==> src/rscd_pkg.sv <==
// package of constants and types for the reset strap configuration decoder
package rscd_pkg;

   // register port geometry
   localparam int RSCD_AW = 4;
   localparam int RSCD_DW = 32;

   // register byte offsets
   localparam logic [3:0] RSCD_OFS_STRAP = 4'h0;
   localparam logic [3:0] RSCD_OFS_DECODE = 4'h4;
   localparam logic [3:0] RSCD_OFS_PINFUNC = 4'h8;

   // software pin function register
   localparam int RSCD_PINFUNC_W = 8;
   localparam logic [7:0] RSCD_PINFUNC_RST = 8'h00;

   // field positions inside the decode status word
   localparam int RSCD_DEC_PHASE_POS = 0;
   localparam int RSCD_DEC_CFG_POS = 1;
   localparam int RSCD_DEC_PIN_POS = 14;

   // reset values of the register read path
   localparam logic [31:0] RSCD_RDATA_RST = 32'h0000_0000;

   // strap level meaning
   localparam logic RSCD_ENDIAN_BIG = 1'b0;
   localparam logic RSCD_ENDIAN_LITTLE = 1'b1;

   typedef enum logic [1:0] {
      RSCD_BOOT_NONE = 2'b00,
      RSCD_BOOT_HOST = 2'b01,
      RSCD_BOOT_ROM8 = 2'b10,
      RSCD_BOOT_RSVD = 2'b11
   } rscd_boot_t;

   typedef enum logic [1:0] {
      RSCD_CLK_EXT = 2'b00,
      RSCD_CLK_DIV4 = 2'b01,
      RSCD_CLK_DIV6 = 2'b10,
      RSCD_CLK_RSVD = 2'b11
   } rscd_clk_t;

   typedef enum logic {
      RSCD_PH_CAPTURE = 1'b0,
      RSCD_PH_LOCKED = 1'b1
   } rscd_phase_t;

   // strap levels as seen on the pins
   typedef struct packed {
      logic endian_select;
      logic [1:0] boot_select;
      logic [1:0] port_a_clock_select;
      logic [1:0] port_b_clock_select;
      logic autoinit_strap;
      logic cell_port_enable;
      logic host_data_bit5_strap;
      logic pci_select;
      logic serial_port2_select;
   } rscd_strap_t;

   // decoded static configuration
   typedef struct packed {
      logic little_endian;
      rscd_boot_t boot_mode;
      rscd_clk_t port_a_clk_mode;
      rscd_clk_t port_b_clk_mode;
      logic pci_eeprom_init;
      logic pci_builtin_default;
      logic cell_port_owns;
      logic serial_port1_owns;
      logic host_port_32bit;
      logic reserved_code;
   } rscd_cfg_t;

   // output enable permissions for pins owned by strap selection
   typedef struct packed {
      logic cell_dedicated_oe_allow;
      logic serial1_dedicated_oe_allow;
      logic host_upper_oe_allow;
   } rscd_pinctl_t;

endpackage
==> src/rscd_decoder.sv <==
// reset strap capture and decode with register read back and software pin function register
`timescale 1ns/1ps
module rscd_decoder
   import rscd_pkg::*;
(
   input wire logic clock,
   input wire logic rst,
   input wire rscd_strap_t strap_pins,
   input wire logic [RSCD_AW-1:0] reg_addr,
   input wire logic [RSCD_DW-1:0] reg_wdata,
   input wire logic reg_wr,
   input wire logic reg_rd,
   output logic [RSCD_DW-1:0] reg_rdata,
   output rscd_cfg_t cfg,
   output rscd_pinctl_t pinctl,
   output logic cfg_locked,
   output logic [RSCD_PINFUNC_W-1:0] sw_pin_func
);

   // pin synchronisers carry no reset so they keep sampling while reset is held
   rscd_strap_t strap_meta_r;
   rscd_strap_t strap_sync_r;
   rscd_strap_t strap_cap_r;
   rscd_strap_t strap_cap_nxt;
   rscd_phase_t phase_r;
   rscd_phase_t phase_nxt;
   logic rst_meta_r;
   logic rst_sync_r;
   rscd_cfg_t cfg_r;
   rscd_cfg_t cfg_nxt;
   rscd_pinctl_t pinctl_r;
   rscd_pinctl_t pinctl_nxt;
   logic [RSCD_PINFUNC_W-1:0] pinfunc_r;
   logic [RSCD_PINFUNC_W-1:0] pinfunc_nxt;
   logic [RSCD_DW-1:0] rdata_r;
   logic [RSCD_DW-1:0] rdata_nxt;

   always_ff @(posedge clock) begin
      strap_meta_r <= strap_pins;
      strap_sync_r <= strap_meta_r;
   end

   // reset level seen on the clock, used to keep sampling until release is visible
   always_ff @(posedge clock or posedge rst) begin
      if (rst) begin
         rst_meta_r <= 1'b1;
         rst_sync_r <= 1'b1;
      end else begin
         rst_meta_r <= 1'b0;
         rst_sync_r <= rst_meta_r;
      end
   end

   // capture phase lasts through reset and three edges after it, then freezes
   always_comb begin
      case (phase_r)
         RSCD_PH_CAPTURE: phase_nxt = rst_sync_r ? RSCD_PH_CAPTURE : RSCD_PH_LOCKED;
         RSCD_PH_LOCKED: phase_nxt = RSCD_PH_LOCKED;
         default: phase_nxt = RSCD_PH_CAPTURE;
      endcase
   end

   always_ff @(posedge clock or posedge rst) begin
      if (rst) begin
         phase_r <= RSCD_PH_CAPTURE;
      end else begin
         phase_r <= phase_nxt;
      end
   end

   wire capture_en = (phase_r == RSCD_PH_CAPTURE);
   assign strap_cap_nxt = capture_en ? strap_sync_r : strap_cap_r;

   // the captured copy has no reset: an async reset would wipe what reset is meant to sample
   always_ff @(posedge clock) begin
      strap_cap_r <= strap_cap_nxt;
   end

   // decode works only from the captured copy, never from live pins
   wire autoinit_pins_ok = strap_cap_r.pci_select & ~strap_cap_r.serial_port2_select;
   wire eeprom_init = strap_cap_r.autoinit_strap & autoinit_pins_ok;
   wire boot_rsvd = (strap_cap_r.boot_select == RSCD_BOOT_RSVD);
   wire a_rsvd = (strap_cap_r.port_a_clock_select == RSCD_CLK_RSVD);
   wire b_rsvd = (strap_cap_r.port_b_clock_select == RSCD_CLK_RSVD);
   wire cell_sel = strap_cap_r.cell_port_enable;

   always_comb begin
      cfg_nxt.little_endian = (strap_cap_r.endian_select == RSCD_ENDIAN_LITTLE);
      cfg_nxt.boot_mode = rscd_boot_t'(strap_cap_r.boot_select);
      cfg_nxt.port_a_clk_mode = rscd_clk_t'(strap_cap_r.port_a_clock_select);
      cfg_nxt.port_b_clk_mode = rscd_clk_t'(strap_cap_r.port_b_clock_select);
      cfg_nxt.pci_eeprom_init = eeprom_init;
      // default values whenever eeprom load is off or not permitted
      cfg_nxt.pci_builtin_default = ~eeprom_init;
      cfg_nxt.cell_port_owns = cell_sel;
      cfg_nxt.serial_port1_owns = ~cell_sel;
      cfg_nxt.host_port_32bit = strap_cap_r.host_data_bit5_strap;
      cfg_nxt.reserved_code = boot_rsvd | a_rsvd | b_rsvd;
   end

   always_comb begin
      pinctl_nxt.cell_dedicated_oe_allow = cell_sel;
      pinctl_nxt.serial1_dedicated_oe_allow = ~cell_sel;
      pinctl_nxt.host_upper_oe_allow = strap_cap_r.host_data_bit5_strap;
   end

   // decoded flops hold harmless defaults only while reset is held, then load the decode of the captured copy every edge
   always_ff @(posedge clock or posedge rst) begin
      if (rst) begin
         cfg_r <= '0;
         pinctl_r <= '0;
      end else begin
         cfg_r <= cfg_nxt;
         pinctl_r <= pinctl_nxt;
      end
   end

   // register port decode
   wire sel_strap = (reg_addr == RSCD_OFS_STRAP);
   wire sel_decode = (reg_addr == RSCD_OFS_DECODE);
   wire sel_pinfunc = (reg_addr == RSCD_OFS_PINFUNC);
   wire wr_pinfunc = reg_wr & sel_pinfunc;
   wire [RSCD_DW-1:0] strap_word = {{(RSCD_DW-$bits(rscd_strap_t)){1'b0}}, strap_cap_r};
   wire [RSCD_DW-1:0] decode_word = {{(RSCD_DW-RSCD_DEC_PIN_POS-$bits(rscd_pinctl_t)){1'b0}},
                                     pinctl_r, cfg_r, phase_r};
   wire [RSCD_DW-1:0] pinfunc_word = {{(RSCD_DW-RSCD_PINFUNC_W){1'b0}}, pinfunc_r};
   wire [RSCD_DW-1:0] read_mux = sel_strap ? strap_word :
                                 sel_decode ? decode_word :
                                 sel_pinfunc ? pinfunc_word : RSCD_RDATA_RST;

   // software pin function takes effect on the edge that takes the write
   assign pinfunc_nxt = wr_pinfunc ? reg_wdata[RSCD_PINFUNC_W-1:0] : pinfunc_r;
   // read data stand for one cycle only; unmapped offsets read zero
   assign rdata_nxt = reg_rd ? read_mux : RSCD_RDATA_RST;

   always_ff @(posedge clock or posedge rst) begin
      if (rst) begin
         pinfunc_r <= RSCD_PINFUNC_RST;
         rdata_r <= RSCD_RDATA_RST;
      end else begin
         pinfunc_r <= pinfunc_nxt;
         rdata_r <= rdata_nxt;
      end
   end

   assign reg_rdata = rdata_r;
   assign cfg = cfg_r;
   assign pinctl = pinctl_r;
   assign cfg_locked = (phase_r == RSCD_PH_LOCKED);
   assign sw_pin_func = pinfunc_r;

   // helper: decode is settled once locked has stood for three edges
   logic [1:0] lock_age_r;
   always_ff @(posedge clock or posedge rst) begin
      if (rst) begin
         lock_age_r <= 2'b00;
      end else if (cfg_locked && lock_age_r != 2'b11) begin
         lock_age_r <= lock_age_r + 2'b01;
      end
   end
   wire settled = (lock_age_r == 2'b11);
endmodule // rscd_decoder

==> config.mk <==
export PLATFORM = sky130hd
export DESIGN_NAME = rscd_decoder
export DESIGN_NICKNAME = d
export VERILOG_FILES = /design/src/rscd_pkg.sv /design/src/rscd_decoder.sv
export SDC_FILE = /design/constraint.sdc
export NUM_CORES = 1
export LEC_CHECK = 0
export BUFFER_PORTS_ARGS = -buffer_cell sky130_fd_sc_hd__buf_4
export CAP_MARGIN = 10
export CELL_PAD_IN_SITES_DETAIL_PLACEMENT = 1
export CELL_PAD_IN_SITES_GLOBAL_PLACEMENT = 1
export CORE_ASPECT_RATIO = 1.2
export CORE_MARGIN = 1.5
export CORE_UTILIZATION = 39
export DETAILED_ROUTE_END_ITERATION = 8
export PLACE_DENSITY_LB_ADDON = 0.1
export SYNTH_ARGS = -nofsm -noshare
export SYNTH_HDL_FRONTEND = slang
export SYNTH_SLANG_ARGS = --single-unit
==> constraint.sdc <==
create_clock -name clock -period 2.87 [get_ports clock]
set_input_delay 0.287 -clock clock [delete_from_list [all_inputs] [get_ports clock]]
set_output_delay 0.287 -clock clock [all_outputs]
set_load 0.02 [all_outputs]
* Word-level counts from Yosys, hierarchy flattened
Index checks and enable logic that the tools add are counted.
** Word-level totals
- Register bits after elaboration :: 77
- Input bits :: 52
- Output and inout bits :: 57
- Word-level logic and storage cells :: 63
** Cells by class
- Equality and inequality tests :: 5
- Muxes and demuxes :: 6
- Bitwise gates (word level) :: 9
- Reductions and logical operators :: 1
** Operator list (count)
- two-way mux 17 bit :: 3
- two-way mux 8 bit :: 1
- equality test 2 bit (second input constant) :: 3
- equality test 4 x 3 -> 1 bit (second input constant) :: 1
- equality test 4 bit (second input constant) :: 1
- zero test 4 bit :: 1
- NOT 1 bit :: 4
- bitwise AND 1 bit :: 3
- bitwise OR 1 bit :: 2
- one-hot mux 1 bit (2 select lines) :: 1
- two-way mux 1 bit :: 1

* Longest topological paths before layout
- Word-level depth :: 5
- Gate-level depth with buffers :: 5
- Depth with buffers taken out :: 3

* Worst setup path before layout
No wires, ideal clock.
- Path type :: in2reg
- Start :: in reg_addr[2]
- End :: reg pinfunc_r[0] (netlist: sw_pin_func[0])
- Library setup time :: 0.125 ns
- Arrival :: 1.247 ns
- Data required time :: 2.745 ns
- Setup slack :: 1.498 ns
- Stages on the path :: 3
- Buffers on the path :: 1
- Path through :: buf_6 nor4_4 mux2_2
** Between the ends
- Cells in the longest elaborated chain, start to end :: 2
** Ends and longest elaborated chain
- start: declaration :: line rscd_decoder.sv:9 : input wire logic [RSCD_AW-1:0] reg_addr,
- equality test 4 bit :: line rscd_decoder.sv:121 : wire sel_pinfunc = (reg_addr == RSCD_OFS_PINFUNC);
- bitwise AND 1 bit :: line rscd_decoder.sv:122 : wire wr_pinfunc = reg_wr & sel_pinfunc;
- end signal: assignment :: line rscd_decoder.sv:141 : pinfunc_r <= pinfunc_nxt;
- end: declaration :: line rscd_decoder.sv:33 : logic [RSCD_PINFUNC_W-1:0] pinfunc_r;
No other way between the ends.
A chain may end at the register's enable or synchronous reset.

==> results.yml <==
routing:
  wirelength_mm: 4.455
  num_vias: 1399
  route.detailed.drc: 0
  viasPerCell: 4.345
  post_drt_wl_per_cell_um: 13.84
  detail-route-antenna-nets: 0
  drt_iter0_drc: 52
  drtPass1Iterations: 4
run_status:
  status: "finished, final reports clean"
clocking:
  cts.path.max_buffers: 2
  clk_pin_slew_ps: 70
  clk-insertion-delay-late_ps: 330
  htreeDepth: 3
  cts_resized: 0
  hold_buffers: 0
  numCtsBuffers: 9
  post-cts-setup-buffer-count: 0
  cts_root_buf: "clkbuf_8"
  cts_tree: "built"
  cts_num_sinks: 77
worst_setup_path:
  ff2ff_path_depth: 1
  start_kind: "flip-flop"
  crit_required_ps: 2580
  critPathKind: "reg2out"
  critPathSlowestCell: "dfrtp_1"
  critPathBufInv: 1
  cp_slowest_stage_delay_ps: 440
  r2r_start: "cfg_locked"
  cp_num_cells: 1
  crit_chain: "buf_4"
  cp_top_family: "flip-flops"
  worstPathArrival_ps: 950
  rrSetupSlack_ps: 1760
  cp_max_fo: 4
  cp-end-kind: "output pin"
  rr_endpoint: "strap_cap_r[1]"
layout:
  area_growth_syn_to_layout_pct: 30.02
  register_area_um2: 1869
  finalNetCount: 287
  antennaDiodeCount: 0
  nFillCells: 645
  multi_input_area_um2: 478.0
  drive_gt1_share_pct: 41.25
synth:
  synth_edf_count: 12
  ys_seq_area_share_pct: 75.38
  synth_flop_cell: "dfrtp_1"
  synth-seq-cells: 77
  netlist-cell-type-count: 26
  post-synth-top-count-cell: "dfrtp_1"
  synth_common_cells: "39 x dfrtp_1, 24 x dfxtp_1, 18 x buf_4, 12 x edfxtp_1, 11 x nand2_1"
  synth_area_um2: 2480
  synth_area_per_cell_um2: 15.40
  ys_async_sr_fraction_pct: 53.25
  syn_inst: 161
  synth_warnings: 0
  ys_top_cells_by_area: "dfrtp_1 39%, dfxtp_1 19%, edfxtp_1 15%"
  synth_top_area_share_pct: 39.35
  yosys.area.top_type: "dfrtp_1"
place:
  gp_congestion: 0.7905
  post-dp-hpwl_mm: 3.286
  port_buffers: 69
sta:
  fin_tns_setup_ps: 0
  fin_worst_skew_ps: 9.271
  fin_hold_ws_ps: 57.21
  fmax_ghz: 0.8106
  slew_viol_final: 0
  period_needed_ps: 1234
  rsz0062_at_grt: "false"
  finalSetupViolations: 0
  finalCritPeriodShare_pct: 42.98
  worstMarginPinSlew_ps: 593.8
  slew_headroom_pct: 60.11
  hold_viol_final: 0
grt:
  gr-total-overflow: 0
  antenna_found_initial: 0
  grt_pass1_wl_mm: 6.989
  grtUsageTotal_pct: 13.81
  grt_pass1_vias: 1395
  grt_max_degree: 42
hold_path:
  hold-path-endpoint: "strap_meta_r[4]"
  hp-start: "strap_pins[4]"
  min_path_cells: 1
  hp-class: "in2reg"
power_and_ir_drop:
  p_per_area_nw_per_um2: 707.0
  cellLeakagePower_nw: 1.499
  ir_drop_mv: 0.5320
floorplanning:
  core_um2: 6090
  rows: 31
  die_area_um2: 6848
  io_pins: 109
  die_x_um: 75.80
  start_util_pct: 40.72
  die_h_um: 90.35
flow_run:
  maxCapViolations: 0
==> per-stage QoR <==
step,instance area (um2),std cells,utilization [%],setup slack (ps),total power [mW]
5_1_grt,3224,322,52.95,1517,2.378
2_1_floorplan,2536,176,-,1498,1.326
6_report,3224,322,52.95,1636,2.280
4_1_cts,3224,322,52.95,1618,2.303
3_3_place_gp,2998,306,49.23,1305,1.400
3_5_place_dp,2998,306,49.23,1277,1.409
==> placed cells by master (no fill, tap or decap), types with 2 or more instances in the layout <==
master,netlist,final
buf_4,18,70
dfrtp_1,39,39
dfxtp_1,24,24
conb_1,1,16
edfxtp_1,12,12
nand2_1,11,11
clkbuf_8,0,11
a21oi_1,8,8
o221ai_1,7,7
mux2_2,7,7
and2_1,5,5
inv_1,5,5
mux2i_1,4,4
nor2_1,4,4
nor3b_2,2,2
clkbuf_1,1,2
bufinv_16,0,2
dfstp_2,2,2
==> layout make-up <==
class | instances | area share (%)
Clock buffer | 13 | 4.928
Clock inverter | 3 | 2.095
Inverter | 6 | 0.6985
Multi-Input combinational cell | 71 | 14.82
Sequential cell | 77 | 57.97
Tap cell | 82 | 3.182
Timing Repair Buffer | 70 | 16.30
==> routing by layer <==
metal  part of all wire, %  global-route usage (%)  vias to the layer above  routed length [um]
li1                      -                       -                      660                   -
met1                    39                   16.64                      678                1759
met2                    52                   22.32                       55                2329
met3                   7.0                   4.911                        6                 312
met4                   1.2                   4.911                        0                  53
met5                     0                       0                        -                   0
==> report_power, final <==
part           internal (mW)  switching [mW]  total (mW)
logic                 0.0902           0.113       0.203
registers               1.15          0.0253        1.18
clock network          0.538           0.359       0.897
==> state kept, by name, indices dropped and copies added, names as in the netlist <==
register      count
strap_meta_r     12
cfg_locked        1
rst_meta_r        1
sw_pin_func       8
strap_sync_r     12
cell_sel          1
strap_cap_r       3
cfg_nxt           8
cfg              10
pinctl            3
reg_rdata        17
rst_sync_r        1
==> cell families (layout without fill, tap and decap cells) <==
kind of cell | count (synthesis) | after routing | synth area share, %
AO/OA/AOI/OAI | 17 | 17 | 5.096
AND/OR/NAND/NOR | 26 | 26 | 6.508
other | 1 | 16 | 0.1512
multiplexers | 12 | 12 | 5.247
buffers and inverters | 28 | 92 | 7.618
flip-flops | 77 | 77 | 75.38
==> worst max path at each step <==
stage,start,end,slack [ps]
global route,reg_addr[2],reg_rdata[13],1520
floorplan,reg_addr[2],sw_pin_func[0],1500
finish,pinctl[2],cfg[3],1640
detailed placement,reg_addr[2],sw_pin_func[7],1280
global placement,reg_addr[2],sw_pin_func[0],1300
CTS,pinctl[2],pinctl[2],1620
Power figures use the tool's default switching activity.
